**src/pkg/i2c_master_pkg.sv**
```systemverilog
// Constants, widths and state codes shared by the byte engine files
package i2c_master_pkg;

  // Data path and counter widths
  localparam int DATA_W   = 8;
  localparam int BRG_W    = 7;
  localparam int CNT_W    = 4;
  localparam int RX_DEPTH = 2;

  // Bit counter landmarks within one nine-clock byte frame
  localparam logic [CNT_W-1:0] BIT_FIRST = 4'h0;
  localparam logic [CNT_W-1:0] BIT_LAST  = 4'h7;
  localparam logic [CNT_W-1:0] BIT_ACK   = 4'h8;
  localparam logic [CNT_W-1:0] BIT_STEP  = 4'h1;

  // Baud counter landmarks
  localparam logic [BRG_W-1:0] BRG_ZERO = 7'h00;
  localparam logic [BRG_W-1:0] BRG_STEP = 7'h01;

  // Reset values
  localparam logic [DATA_W-1:0] SHIFT_RST = 8'h00;
  localparam logic              FLAG_RST  = 1'b0;

  // Engine states, Gray coded along transmit, receive, acknowledge, stop
  typedef enum logic [3:0] {
    ST_IDLE  = 4'h0,
    ST_TX_LO = 4'h1,
    ST_TX_HI = 4'h3,
    ST_RX_LO = 4'h2,
    ST_RX_HI = 4'h6,
    ST_AK_LO = 4'h7,
    ST_AK_HI = 4'h5,
    ST_SP_LO = 4'h4,
    ST_SP_CK = 4'hC,
    ST_SP_DA = 4'hD,
    ST_SP_END = 4'hF
  } state_e;

endpackage

```
**src/rtl/i2c_master_byte_engine.sv**
```systemverilog
// I2C master byte engine: transmit, receive, acknowledge and stop sequencing
// Function
// - Buffer write during sequence sets collision
// - Control sets ignored while repeated start busy
// - Buffer write sets full, starts counter
// - Bit driven after SCL falls, equal halves
// - Eighth fall clears full, releases SDA
// - Ninth fall samples SDA into ack status
// - After ninth: interrupt, counter stops, SCL low
// - Seven address bits plus direction, MSB first
// - Full set by write, cleared after eight
// - Write while shifting: collision, write discarded
// - Receive enable only honoured after acknowledge
// - Receive: rollovers toggle SCL, shift in SDA
// - Eighth receive fall: store byte, interrupt, idle
// - CPU read that empties the buffer clears full
// - Byte completes while full sets overflow
// - Acknowledge sequence drives data bit, one clock
// - Stop: SDA low, SCL release, SDA release
// - Stop seen sets flag, later interrupt
// - Keeps working asleep, wakes on interrupt when portIntEnable set
// - Reset or disable aborts, clears detections
// - Bus free tracking, stop interrupt when busy and portIntEnable set
// - Released SDA read low on data bits or ack sequence sets collision
// - Counter reloads seven bits, counts to zero
// - Counter waits for SCL high after release
`timescale 1ns/1ps
module i2c_master_byte_engine (
  input  wire logic       clk,
  input  wire logic       arst_n,
  // Configuration and control
  input  wire logic       moduleEnable,
  input  wire logic       sleepMode,
  input  wire logic       portIntEnable,
  input  wire logic [6:0] reloadValue,
  input  wire logic       ackDataBit,
  input  wire logic       repeatedStartBusy,
  input  wire logic       ackSeqSet,
  input  wire logic       stopSeqSet,
  input  wire logic       rcvEnSet,
  input  wire logic       wcolClr,
  input  wire logic       ovClr,
  input  wire logic       intClr,
  input  wire logic       bclClr,
  // Buffer access
  input  wire logic       bufWrite,
  input  wire logic [7:0] bufWrData,
  input  wire logic       bufRead,
  output logic      [7:0] bufRdData,
  output logic            bufRdValid,
  // Bus pins
  input  wire logic       sdaPin,
  input  wire logic       sclPin,
  output logic            sdaOut,
  output logic            sdaOe,
  output logic            sclOut,
  output logic            sclOe,
  // Status
  output logic            bufferFullFlag,
  output logic            writeCollisionFlag,
  output logic            ackStatusFlag,
  output logic            receiveEnableBit,
  output logic            ackSequenceEnable,
  output logic            stopSequenceEnable,
  output logic            portInterruptFlag,
  output logic            receiveOverflowFlag,
  output logic            busCollisionFlag,
  output logic            startSeen,
  output logic            stopSeen,
  output logic            busFree,
  output logic            wakeUp,
  output logic            engineIdle
);

  ////////////////////////////////////////////////////////////////////////////
  // Declarations

  i2c_master_pkg::state_e state_r, state_nxt;

  logic [i2c_master_pkg::DATA_W-1:0] shift_r, shift_nxt;
  logic [i2c_master_pkg::CNT_W-1:0]  bitCnt_r, bitCnt_nxt;
  logic [i2c_master_pkg::BRG_W-1:0]  brgCnt_r;
  logic sdaLow_r, sdaLow_nxt;
  logic sclLow_r, sclLow_nxt;
  logic txFull_r, txFull_nxt;
  logic afterAck_r, afterAck_nxt;
  logic ack_status_flag_r, ack_status_flag_nxt;
  logic rcvEn_r, rcvEn_nxt;
  logic ack_sequence_enable_r, ack_sequence_enable_nxt;
  logic stopEn_r, stopEn_nxt;
  logic write_collision_flag_r, int_r, ov_r, bcl_r;
  logic startSeen_r, stopSeen_r;
  logic sdaPrev_r, sclPrev_r;
  logic brgLoad;
  logic setInt, setOv, setBcl, rxPush;
  logic [1:0] pinsSync;
  logic rxInReady;

  wire sdaIn = pinsSync[1];
  wire sclIn = pinsSync[0];
  wire brgDone = (brgCnt_r == i2c_master_pkg::BRG_ZERO);
  wire isIdle = (state_r == i2c_master_pkg::ST_IDLE);
  wire [7:0] rxByte = {shift_r[6:0], sdaIn};

  ////////////////////////////////////////////////////////////////////////////
  // Pin sampling and bus condition detection

  // Both pin levels pass two flip-flops before use
  pin_sync #(
    .WIDTH (2)
  ) u_pin_sync (
    .clk      (clk),
    .arst_n   (arst_n),
    .pinAsync ({sdaPin, sclPin}),
    .pinSync  (pinsSync)
  );

  // Previous synchronised levels for edge detection
  always_ff @(posedge clk or negedge arst_n) begin
    if (!arst_n) begin
      sdaPrev_r <= 1'b1;
      sclPrev_r <= 1'b1;
    end else begin
      sdaPrev_r <= sdaIn;
      sclPrev_r <= sclIn;
    end
  end

  // START is SDA falling with SCL high, STOP is SDA rising with SCL high
  wire startDet = sclIn && sclPrev_r && sdaPrev_r && !sdaIn;
  wire stopDet  = sclIn && sclPrev_r && !sdaPrev_r && sdaIn;

  ////////////////////////////////////////////////////////////////////////////
  // Request qualification

  // Control sets only taken when idle and no repeated start pending
  wire ctrlOk = isIdle && !repeatedStartBusy && moduleEnable;
  // Any enabled buffer write the engine cannot take (not idle, or repeated start pending) collides and is dropped
  wire wrColl = bufWrite && moduleEnable && !ctrlOk;
  wire wrTake = bufWrite && ctrlOk;
  // Arbitration: released SDA read back low while SCL high
  wire txLost = sclIn && !sdaLow_r && !sdaIn
                && (bitCnt_r != i2c_master_pkg::BIT_ACK);
  wire akLost = sclIn && !sdaLow_r && !sdaIn;

  ////////////////////////////////////////////////////////////////////////////
  // Sequencer

  // Next state, pin drive and events
  always_comb begin
    state_nxt    = state_r;
    shift_nxt    = shift_r;
    bitCnt_nxt   = bitCnt_r;
    sdaLow_nxt   = sdaLow_r;
    sclLow_nxt   = sclLow_r;
    txFull_nxt   = txFull_r;
    afterAck_nxt = afterAck_r;
    ack_status_flag_nxt  = ack_status_flag_r;
    rcvEn_nxt    = rcvEn_r;
    ack_sequence_enable_nxt    = ack_sequence_enable_r;
    stopEn_nxt   = stopEn_r;
    brgLoad      = 1'b0;
    setInt       = 1'b0;
    setOv        = 1'b0;
    setBcl       = 1'b0;
    rxPush       = 1'b0;
    unique case (state_r)
      i2c_master_pkg::ST_IDLE: begin
        if (wrTake) begin
          shift_nxt  = bufWrData;
          txFull_nxt = 1'b1;
          bitCnt_nxt = i2c_master_pkg::BIT_FIRST;
          sclLow_nxt = 1'b1;
          sdaLow_nxt = !bufWrData[7];
          brgLoad    = 1'b1;
          state_nxt  = i2c_master_pkg::ST_TX_LO;
        end else if (ackSeqSet && ctrlOk) begin
          ack_sequence_enable_nxt  = 1'b1;
          sclLow_nxt = 1'b1;
          sdaLow_nxt = !ackDataBit;
          brgLoad    = 1'b1;
          state_nxt  = i2c_master_pkg::ST_AK_LO;
        end else if (stopSeqSet && ctrlOk) begin
          stopEn_nxt = 1'b1;
          sclLow_nxt = 1'b1;
          sdaLow_nxt = 1'b1;
          brgLoad    = 1'b1;
          state_nxt  = i2c_master_pkg::ST_SP_LO;
        end else if (rcvEnSet && ctrlOk && afterAck_r && rxInReady) begin
          rcvEn_nxt    = 1'b1;
          afterAck_nxt = 1'b0;
          sclLow_nxt   = 1'b1;
          sdaLow_nxt   = 1'b0;
          bitCnt_nxt   = i2c_master_pkg::BIT_FIRST;
          brgLoad      = 1'b1;
          state_nxt    = i2c_master_pkg::ST_RX_LO;
        end
      end
      i2c_master_pkg::ST_TX_LO: begin
        if (brgDone) begin
          sclLow_nxt = 1'b0;
          brgLoad    = 1'b1;
          state_nxt  = i2c_master_pkg::ST_TX_HI;
        end
      end
      i2c_master_pkg::ST_TX_HI: begin
        if (!sclIn) begin
          brgLoad = 1'b1;
        end else if (txLost) begin
          setBcl     = 1'b1;
          txFull_nxt = 1'b0;
          sdaLow_nxt = 1'b0;
          sclLow_nxt = 1'b0;
          state_nxt  = i2c_master_pkg::ST_IDLE;
        end else if (brgDone) begin
          sclLow_nxt = 1'b1;
          brgLoad    = 1'b1;
          if (bitCnt_r == i2c_master_pkg::BIT_ACK) begin
            ack_status_flag_nxt  = sdaIn;
            setInt       = 1'b1;
            afterAck_nxt = 1'b1;
            state_nxt    = i2c_master_pkg::ST_IDLE;
          end else begin
            if (bitCnt_r == i2c_master_pkg::BIT_LAST) begin
              txFull_nxt = 1'b0;
              sdaLow_nxt = 1'b0;
            end else begin
              sdaLow_nxt = !shift_r[6];
            end
            shift_nxt  = {shift_r[6:0], 1'b0};
            bitCnt_nxt = bitCnt_r + i2c_master_pkg::BIT_STEP;
            state_nxt  = i2c_master_pkg::ST_TX_LO;
          end
        end
      end
      i2c_master_pkg::ST_RX_LO: begin
        if (brgDone) begin
          sclLow_nxt = 1'b0;
          brgLoad    = 1'b1;
          state_nxt  = i2c_master_pkg::ST_RX_HI;
        end
      end
      i2c_master_pkg::ST_RX_HI: begin
        if (!sclIn) begin
          brgLoad = 1'b1;
        end else if (brgDone) begin
          shift_nxt  = rxByte;
          sclLow_nxt = 1'b1;
          brgLoad    = 1'b1;
          if (bitCnt_r == i2c_master_pkg::BIT_LAST) begin
            rxPush    = 1'b1;
            rcvEn_nxt = 1'b0;
            setInt    = 1'b1;
            setOv     = bufRdValid;
            state_nxt = i2c_master_pkg::ST_IDLE;
          end else begin
            bitCnt_nxt = bitCnt_r + i2c_master_pkg::BIT_STEP;
            state_nxt  = i2c_master_pkg::ST_RX_LO;
          end
        end
      end
      i2c_master_pkg::ST_AK_LO: begin
        if (brgDone) begin
          sclLow_nxt = 1'b0;
          brgLoad    = 1'b1;
          state_nxt  = i2c_master_pkg::ST_AK_HI;
        end
      end
      i2c_master_pkg::ST_AK_HI: begin
        if (!sclIn) begin
          brgLoad = 1'b1;
        end else if (akLost) begin
          setBcl     = 1'b1;
          ack_sequence_enable_nxt  = 1'b0;
          sdaLow_nxt = 1'b0;
          sclLow_nxt = 1'b0;
          state_nxt  = i2c_master_pkg::ST_IDLE;
        end else if (brgDone) begin
          sclLow_nxt   = 1'b1;
          ack_sequence_enable_nxt    = 1'b0;
          afterAck_nxt = 1'b1;
          state_nxt    = i2c_master_pkg::ST_IDLE;
        end
      end
      i2c_master_pkg::ST_SP_LO: begin
        if (sdaIn) begin
          brgLoad = 1'b1;
        end else if (brgDone) begin
          sclLow_nxt = 1'b0;
          brgLoad    = 1'b1;
          state_nxt  = i2c_master_pkg::ST_SP_CK;
        end
      end
      i2c_master_pkg::ST_SP_CK: begin
        if (!sclIn) begin
          brgLoad = 1'b1;
        end else if (brgDone) begin
          sdaLow_nxt = 1'b0;
          brgLoad    = 1'b1;
          state_nxt  = i2c_master_pkg::ST_SP_DA;
        end
      end
      i2c_master_pkg::ST_SP_DA: begin
        brgLoad = 1'b1;
        if (sdaIn && sclIn) begin
          state_nxt = i2c_master_pkg::ST_SP_END;
        end
      end
      i2c_master_pkg::ST_SP_END: begin
        if (brgDone) begin
          stopEn_nxt = 1'b0;
          setInt     = 1'b1;
          state_nxt  = i2c_master_pkg::ST_IDLE;
        end
      end
      default: begin
        state_nxt = i2c_master_pkg::ST_IDLE;
      end
    endcase
    // Disabling the module aborts whatever is under way
    if (!moduleEnable) begin
      state_nxt    = i2c_master_pkg::ST_IDLE;
      sdaLow_nxt   = 1'b0;
      sclLow_nxt   = 1'b0;
      txFull_nxt   = 1'b0;
      rcvEn_nxt    = 1'b0;
      ack_sequence_enable_nxt    = 1'b0;
      stopEn_nxt   = 1'b0;
      afterAck_nxt = 1'b0;
      rxPush       = 1'b0;
      setInt       = 1'b0;
    end
  end

  // Sequencer state and pin drive registers
  always_ff @(posedge clk or negedge arst_n) begin
    if (!arst_n) begin
      state_r  <= i2c_master_pkg::ST_IDLE;
      shift_r  <= i2c_master_pkg::SHIFT_RST;
      bitCnt_r <= i2c_master_pkg::BIT_FIRST;
      sdaLow_r <= i2c_master_pkg::FLAG_RST;
      sclLow_r <= i2c_master_pkg::FLAG_RST;
    end else begin
      state_r  <= state_nxt;
      shift_r  <= shift_nxt;
      bitCnt_r <= bitCnt_nxt;
      sdaLow_r <= sdaLow_nxt;
      sclLow_r <= sclLow_nxt;
    end
  end

  // Control bits and status captured by the sequencer
  always_ff @(posedge clk or negedge arst_n) begin
    if (!arst_n) begin
      txFull_r   <= i2c_master_pkg::FLAG_RST;
      afterAck_r <= i2c_master_pkg::FLAG_RST;
      ack_status_flag_r  <= i2c_master_pkg::FLAG_RST;
      rcvEn_r    <= i2c_master_pkg::FLAG_RST;
      ack_sequence_enable_r    <= i2c_master_pkg::FLAG_RST;
      stopEn_r   <= i2c_master_pkg::FLAG_RST;
    end else begin
      txFull_r   <= txFull_nxt;
      afterAck_r <= afterAck_nxt;
      ack_status_flag_r  <= ack_status_flag_nxt;
      rcvEn_r    <= rcvEn_nxt;
      ack_sequence_enable_r    <= ack_sequence_enable_nxt;
      stopEn_r   <= stopEn_nxt;
    end
  end

  ////////////////////////////////////////////////////////////////////////////
  // Bit period counter

  // Reloads from seven bits, counts down once per clock, rests at zero
  always_ff @(posedge clk or negedge arst_n) begin
    if (!arst_n) begin
      brgCnt_r <= i2c_master_pkg::BRG_ZERO;
    end else if (brgLoad) begin
      brgCnt_r <= reloadValue;
    end else if (!brgDone) begin
      brgCnt_r <= brgCnt_r - i2c_master_pkg::BRG_STEP;
    end
  end

  ////////////////////////////////////////////////////////////////////////////
  // Sticky flags; a set in the same cycle as a clear wins

  // Stop on a busy bus raises the port interrupt too when portIntEnable is set
  wire stopIrq = stopDet && startSeen_r && portIntEnable;

  always_ff @(posedge clk or negedge arst_n) begin
    if (!arst_n) begin
      write_collision_flag_r <= i2c_master_pkg::FLAG_RST;
      int_r  <= i2c_master_pkg::FLAG_RST;
      ov_r   <= i2c_master_pkg::FLAG_RST;
      bcl_r  <= i2c_master_pkg::FLAG_RST;
    end else begin
      write_collision_flag_r <= wrColl | (write_collision_flag_r & ~wcolClr);
      int_r  <= setInt | stopIrq | (int_r & ~intClr);
      ov_r   <= setOv | (ov_r & ~ovClr);
      bcl_r  <= setBcl | (bcl_r & ~bclClr);
    end
  end

  // Start and stop detection bits, cleared while disabled
  always_ff @(posedge clk or negedge arst_n) begin
    if (!arst_n) begin
      startSeen_r <= i2c_master_pkg::FLAG_RST;
      stopSeen_r  <= i2c_master_pkg::FLAG_RST;
    end else if (!moduleEnable) begin
      startSeen_r <= 1'b0;
      stopSeen_r  <= 1'b0;
    end else if (stopDet) begin
      startSeen_r <= 1'b0;
      stopSeen_r  <= 1'b1;
    end else if (startDet) begin
      startSeen_r <= 1'b1;
      stopSeen_r  <= 1'b0;
    end
  end

  ////////////////////////////////////////////////////////////////////////////
  // Receive buffer

  // Received bytes queue here; a pending CPU read loses nothing
  rx_buffer #(
    .WIDTH (i2c_master_pkg::DATA_W),
    .DEPTH (i2c_master_pkg::RX_DEPTH)
  ) u_rx_buffer (
    .clk      (clk),
    .arst_n   (arst_n),
    .inValid  (rxPush),
    .inReady  (rxInReady),
    .inData   (rxByte),
    .outValid (bufRdValid),
    .outReady (bufRead),
    .outData  (bufRdData)
  );

  ////////////////////////////////////////////////////////////////////////////
  // Outputs

  // Open-drain pins: only pull low or release
  assign sdaOut = 1'b0;
  assign sclOut = 1'b0;
  assign sdaOe  = sdaLow_r;
  assign sclOe  = sclLow_r;

  // Status view
  assign bufferFullFlag      = txFull_r | bufRdValid;
  assign writeCollisionFlag  = write_collision_flag_r;
  assign ackStatusFlag       = ack_status_flag_r;
  assign receiveEnableBit    = rcvEn_r;
  assign ackSequenceEnable   = ack_sequence_enable_r;
  assign stopSequenceEnable  = stopEn_r;
  assign portInterruptFlag   = int_r;
  assign receiveOverflowFlag = ov_r;
  assign busCollisionFlag    = bcl_r;
  assign startSeen           = startSeen_r;
  assign stopSeen            = stopSeen_r;
  assign busFree             = stopSeen_r | !startSeen_r;
  assign wakeUp              = sleepMode & portIntEnable & int_r;
  assign engineIdle          = isIdle;

endmodule

```
**src/rtl/pin_sync.sv**
```systemverilog
// Two-stage synchroniser for asynchronous pin levels
`timescale 1ns/1ps
module pin_sync #(
  parameter int WIDTH = 2
) (
  input  wire logic             clk,
  input  wire logic             arst_n,
  input  wire logic [WIDTH-1:0] pinAsync,
  output logic      [WIDTH-1:0] pinSync
);

  logic [WIDTH-1:0] stage1_r;

  // First stage feeds only the second stage; pins idle high
  always_ff @(posedge clk or negedge arst_n) begin
    if (!arst_n) begin
      stage1_r <= '1;
      pinSync  <= '1;
    end else begin
      stage1_r <= pinAsync;
      pinSync  <= stage1_r;
    end
  end

endmodule

```
**src/rtl/rx_buffer.sv**
```systemverilog
// Small FIFO holding received bytes between engine and CPU
`timescale 1ns/1ps
module rx_buffer #(
  parameter int WIDTH = 8,
  parameter int DEPTH = 2
) (
  input  wire logic             clk,
  input  wire logic             arst_n,
  input  wire logic             inValid,
  output logic                  inReady,
  input  wire logic [WIDTH-1:0] inData,
  output logic                  outValid,
  input  wire logic             outReady,
  output logic      [WIDTH-1:0] outData
);

  localparam int PTR_W = (DEPTH > 1) ? $clog2(DEPTH) : 1;
  localparam logic [PTR_W:0] CNT_FULL = (PTR_W+1)'(DEPTH);
  localparam logic [PTR_W:0] CNT_ONE  = (PTR_W+1)'(1);
  localparam logic [PTR_W-1:0] PTR_LAST = PTR_W'(DEPTH-1);
  localparam logic [PTR_W-1:0] PTR_ONE  = PTR_W'(1);

  logic [WIDTH-1:0] mem_r [DEPTH];
  logic [PTR_W-1:0] wrPtr_r;
  logic [PTR_W-1:0] rdPtr_r;
  logic [PTR_W:0]   count_r;
  wire              push = inValid && inReady;
  wire              pop  = outValid && outReady;

  // Honest full and empty from the occupancy count
  assign inReady  = (count_r != CNT_FULL);
  assign outValid = (count_r != '0);
  assign outData  = mem_r[rdPtr_r];

  // Pointer and occupancy bookkeeping
  always_ff @(posedge clk or negedge arst_n) begin
    if (!arst_n) begin
      wrPtr_r <= '0;
      rdPtr_r <= '0;
      count_r <= '0;
    end else begin
      if (push) wrPtr_r <= (wrPtr_r == PTR_LAST) ? '0 : wrPtr_r + PTR_ONE;
      if (pop) rdPtr_r <= (rdPtr_r == PTR_LAST) ? '0 : rdPtr_r + PTR_ONE;
      if (push && !pop) count_r <= count_r + CNT_ONE;
      else if (pop && !push) count_r <= count_r - CNT_ONE;
    end
  end

  // Storage written at the write index
  always_ff @(posedge clk or negedge arst_n) begin
    if (!arst_n) begin
      for (int i = 0; i < DEPTH; i++) mem_r[i] <= '0;
    end else if (push) begin
      mem_r[wrPtr_r] <= inData;
    end
  end

endmodule

```
**config.mk**
```make
export PLATFORM = sky130hd
export DESIGN_NAME = i2c_master_byte_engine
export DESIGN_NICKNAME = d
export VERILOG_FILES = /design/src/pkg/i2c_master_pkg.sv /design/src/rtl/i2c_master_byte_engine.sv /design/src/rtl/pin_sync.sv /design/src/rtl/rx_buffer.sv
export SDC_FILE = /design/constraint.sdc
export NUM_CORES = 1
export LEC_CHECK = 0
export ABC_CLOCK_PERIOD_IN_PS = 2600
export BUFFER_PORTS_ARGS = -buffer_cell sky130_fd_sc_hd__buf_2
export CAP_MARGIN = 10
export CORE_ASPECT_RATIO = 1.4
export CORE_MARGIN = 10
export CORE_UTILIZATION = 30
export DETAILED_ROUTE_END_ITERATION = 10
export PLACE_DENSITY_LB_ADDON = 0.05
export SYNTH_ARGS = -nofsm -noshare
export SYNTH_HDL_FRONTEND = slang
export SYNTH_SLANG_ARGS = --single-unit
```
**constraint.sdc**
```tcl
create_clock -name clk -period 2.6 [get_ports clk]
set_input_delay 0.13 -clock clk [delete_from_list [all_inputs] [get_ports clk]]
set_output_delay 0.13 -clock clk [all_outputs]
set_load 0.05 [all_outputs]
```
==> flow_results.org <==
** CTS
- The cell sitting at the root of the clock tree is a clkbuf_16.
- Buffers inserted during clock tree synthesis total 9.
- Maximum buffer depth of the clock tree :: 2
- Clock-pin slew was measured on the worst setup and hold paths at 60 ps.
- Source-to-sink clock delay at the later pin of the worst-skew pair :: 330 ps
- Clock tree from TritonCTS :: done
- The number of setup buffers added after CTS is 0.
- Number of H-tree levels :: 3
- Post-CTS sizing :: 0
- Counting every sink on the clock net gives 62.

** Detailed routing
- Dividing the detail-routed wire length by the instance count gives 18.3 microns.
- Routed Wire Length :: 11000 microns
- The final route contains 3090 vias.
- Once detail routing completed, the nets flagged for antenna violations numbered 0.
- For this run, the detailed router's first-pass iteration total came to 4.
- In the routed design, unresolved DRC markers number 0.
- In the routed layout, each cell is associated on average with a via count of 5.14.
- Violation count after the first detailed-routing iteration :: 179

** Floorplan
- In this run the vertical extent of the chip is 150 microns.
- Floorplan die area :: 16900 sq um
- I/O Pins :: 60
- The initialized floorplan defines 47 standard-cell rows.
- Initial Util :: 0.305
- CORE AREA :: 11800 sq um
- Width of the die :: 113 microns

** Final layout
- Area growth from synthesis to layout :: 27.4%
- In the final layout, the share of cells above drive strength 1 is 0.330.
- 0 antenna diodes ended up in the layout.
- Once layout is complete, the utilization of the core stands at 0.388.
- Final nets :: 486
- Most common cell after layout, fill and taps aside :: buf_2
- Post-route cell area :: 4590 sq um
- Highest-count cells in the layout ignoring fill and taps :: buf_2, dfrtp_1, mux2_2
- Filler instances :: 1212

** Synth
- Top flip-flop cell by instance count after synthesis :: dfrtp_1
- Register bit count reported by yosys :: 62
- In the post-synthesis netlist, the biggest area contributors are dfrtp_1, mux2_2, dfstp_2, o21ai_0, a21oi_1.
- Most area-hungry cell type in the Yosys netlist :: dfrtp_1
- Syn avg cell area :: 9.74 sq um
- Number of cells produced by synthesis :: 370
- Number of synthesis warnings :: 0
- EDFF count, synth :: 0
- Top cell type's share of synthesized area :: 0.389
- In the synthesized netlist the async set-or-reset flop fraction comes to 1.00.
- Yosys mapped the design onto 64 distinct sky130hd cell types.
- For this run, the register share of the synthesized area comes to 0.433.
- Summed instance area of the synthesized netlist :: 3600 sq um

** STA
- The total count of max-transition violations in the final report was 0.
- Setup violations remaining at the end of the flow were counted as 0.
- Final setup TNS :: 0 ps
- Worst slew margin relative to its limit :: 0.511
- The hold violation count in the final report came to 0.
- Tightest Pin Transition :: 734 ps
- RSZ-0062 raised after global routing :: false
- Achievable frequency :: 413 MHz
- Period utilisation layout :: 0.931
- Post-layout minimum cycle time :: 2420 ps
- On the final layout, the worst clock skew is 5.49 ps.
- Setup slack of the critical path after layout :: 179 ps

** Global route
- Entering global routing, the biggest net connects 34 pins.
- Number of global-route vias before repair :: 3236
- The total overflow left after global routing is 0.
- Global-route wire length before repair :: 18000 microns
- Overall Global Routing Usage :: 0.133
- The initial antenna violation count came to 0.

** Placed design
- In this run the tool buffered the top-level ports with 57 buffer cells.
- Post-placement cell area :: 4200 sq um
- Before CTS, the worst setup slack after placement is 134 ps.
- After legalization and detailed placement, the total HPWL measured 8290 microns.
- Final estimated routing congestion in global placement :: 0.848

** Hold path
- The worst hold path terminates at brgCnt_r[1]$_DFFE_PN0P_.
- The startpoint identified for the worst hold timing path is reloadValue[1].
- The worst hold path was traced through 2 stages.
- The min-delay analysis places its worst path in the category in -> reg.

** Worst setup path
- Nature of the critical path startpoint :: register
- Ordered list of cells on the worst path :: inv_1, ha_1, nor4b_1, buf_4, nand2_1, or3_1, nor2_1, ha_1, xor2_1, nor2_1, xor2_1
- Among all stages on the critical path, the largest delay is contributed by dfrtp_1.
- Critical register-to-register path endpoint :: u_rx_buffer.count_r[1]$_DFFE_PN0P_
- Worst path arrival time :: 2640 ps
- In this run the critical register-to-register path is launched from brgCnt_r[0]$_DFFE_PN0P_.
- For this run, the slowest stage of the critical path takes 400 ps.
- Path type of the worst setup path :: reg -> reg
- Data required, critical path :: 2820 ps
- Cell count of the worst reg-to-reg path :: 11
- In this run the register-to-register setup slack is 180 ps.
- In this run the worst path has a maximum fanout of 4.
- STA classifies the critical path endpoint as a register.

** Power
- The share of total power dissipated in the clock network is 0.306.
- Sequential share of power :: 0.308
- Switching pwr :: 0.00167 W
- Of the total power, combinational logic draws 0.386.
- Summed over all cells, the static leakage comes to 2.16 nW.
- VDD sags by at most 0.494 mV.
- P_int :: 0.00273 W
- Power per cell area :: 959 nW/um^2
- Switching part of the total :: 0.380

** Flow run
- Max Cap Violations :: 0

** Outcome
- The flow ran to the end, and the final reports show no timing, DRC or antenna violations.
how the worst max path moves through the flow:
stage,startpoint,end,slack [ps],cells past startpoint
floorplan,state_r[3]$_DFFE_PN0P_,bitCnt_r[2]$_DFFE_PN0P_,220,9
global placement,brgCnt_r[0]$_DFFE_PN0P_,state_r[1]$_DFFE_PN0P_,150,7
detailed placement,brgCnt_r[0]$_DFFE_PN0P_,state_r[1]$_DFFE_PN0P_,130,7
CTS,brgCnt_r[0]$_DFFE_PN0P_,state_r[0]$_DFFE_PN0P_,130,8
global route,brgCnt_r[0]$_DFFE_PN0P_,u_rx_buffer.count_r[1]$_DFFE_PN0P_,6,11
finish,brgCnt_r[0]$_DFFE_PN0P_,u_rx_buffer.count_r[1]$_DFFE_PN0P_,180,11
Yosys cell counts (4+ instances only):
master,n
inv_1,17
nand4_1,5
nor3_1,7
xor2_1,4
a31oi_1,8
xnor2_1,5
clkbuf_1,11
or3_1,5
mux2i_1,8
a21oi_1,21
o31ai_1,5
buf_2,6
nor2b_1,6
nand3_1,10
nand2b_1,9
mux2_2,32
dfstp_2,6
o21ai_0,24
o22ai_1,4
ha_1,4
nor2_1,26
nand2_1,27
dfrtp_1,56
nand3b_1,4
timing repair:
action | CTS | global route
hold buffers | 6 | 0
setup endpoints to repair | 0 | 2
endpoints found under the hold margin | 29 | 0
worst max-delay path: cells and delay by family (launching register included):
kind	cells	cell delay (ps)
buffers and inverters	2	240
DFF	1	400
xor gates and xnor gates	2	290
adders and majority gates	2	380
and+or+nand+nor	5	1000
state kept, by name (all words and copies together), names as in the netlist, 2 cells and up:
register / count
u_rx_buffer.mem_r: 16
brgCnt_r: 7
shift_r: 7
bitCnt_r: 4
state_r: 4
u_pin_sync.pinSync: 2
u_pin_sync.stage1_r: 2
u_rx_buffer.count_r: 2
power by group through the flow:
stage               Clock [W]  Sequential, W  Combinational (W)
global route          0.00143        0.00140            0.00187
finish                0.00135        0.00136            0.00170
detailed placement          0        0.00137            0.00170
floorplan                   0        0.00134            0.00119
CTS                   0.00138        0.00136            0.00171
global placement            0        0.00138            0.00169
layer usage:
layer / GRT usage / up-vias / share of wire
met4: 0.0636 / 0 / 0.028
met3: 0.0341 / 21 / 0.042
li1: - / 1497 / -
met5: 0 / - / 0
met2: 0.226 / 67 / 0.52
met1: 0.152 / 1505 / 0.41
logic make-up after synthesis:
family          synth area share
compound gates             0.170
flops                      0.433
other cells              0.00104
buf+inv                   0.0448
fa+ha+maj                 0.0139
mux                        0.122
simple gates               0.194
xor+xnor                  0.0219
stage by stage:
stage / total power [W] / hold slack [ps] / cells
after detailed placement: 0.00307 / 237 / 579
after global placement: 0.00307 / 239 / 579
final: 0.00440 / 29.2 / 601
after floorplan: 0.00253 / -166 / 371
after global routing: 0.00470 / 24.8 / 601
after CTS: 0.00445 / 18.4 / 601
layout make-up:
cell class / instances / area (sq um) / share of cell area
Clock buffer: 10 / 239 / 0.0521
Clock inverter: 6 / 92.6 / 0.0202
Inverter: 17 / 63.8 / 0.0139
Multi-Input combinational cell: 270 / 1890 / 0.411
Sequential cell: 62 / 1560 / 0.340
Tap cell: 147 / 184 / 0.0401
Timing Repair Buffer: 89 / 566 / 0.123
Note: power is estimated with default switching activity, not from simulation.
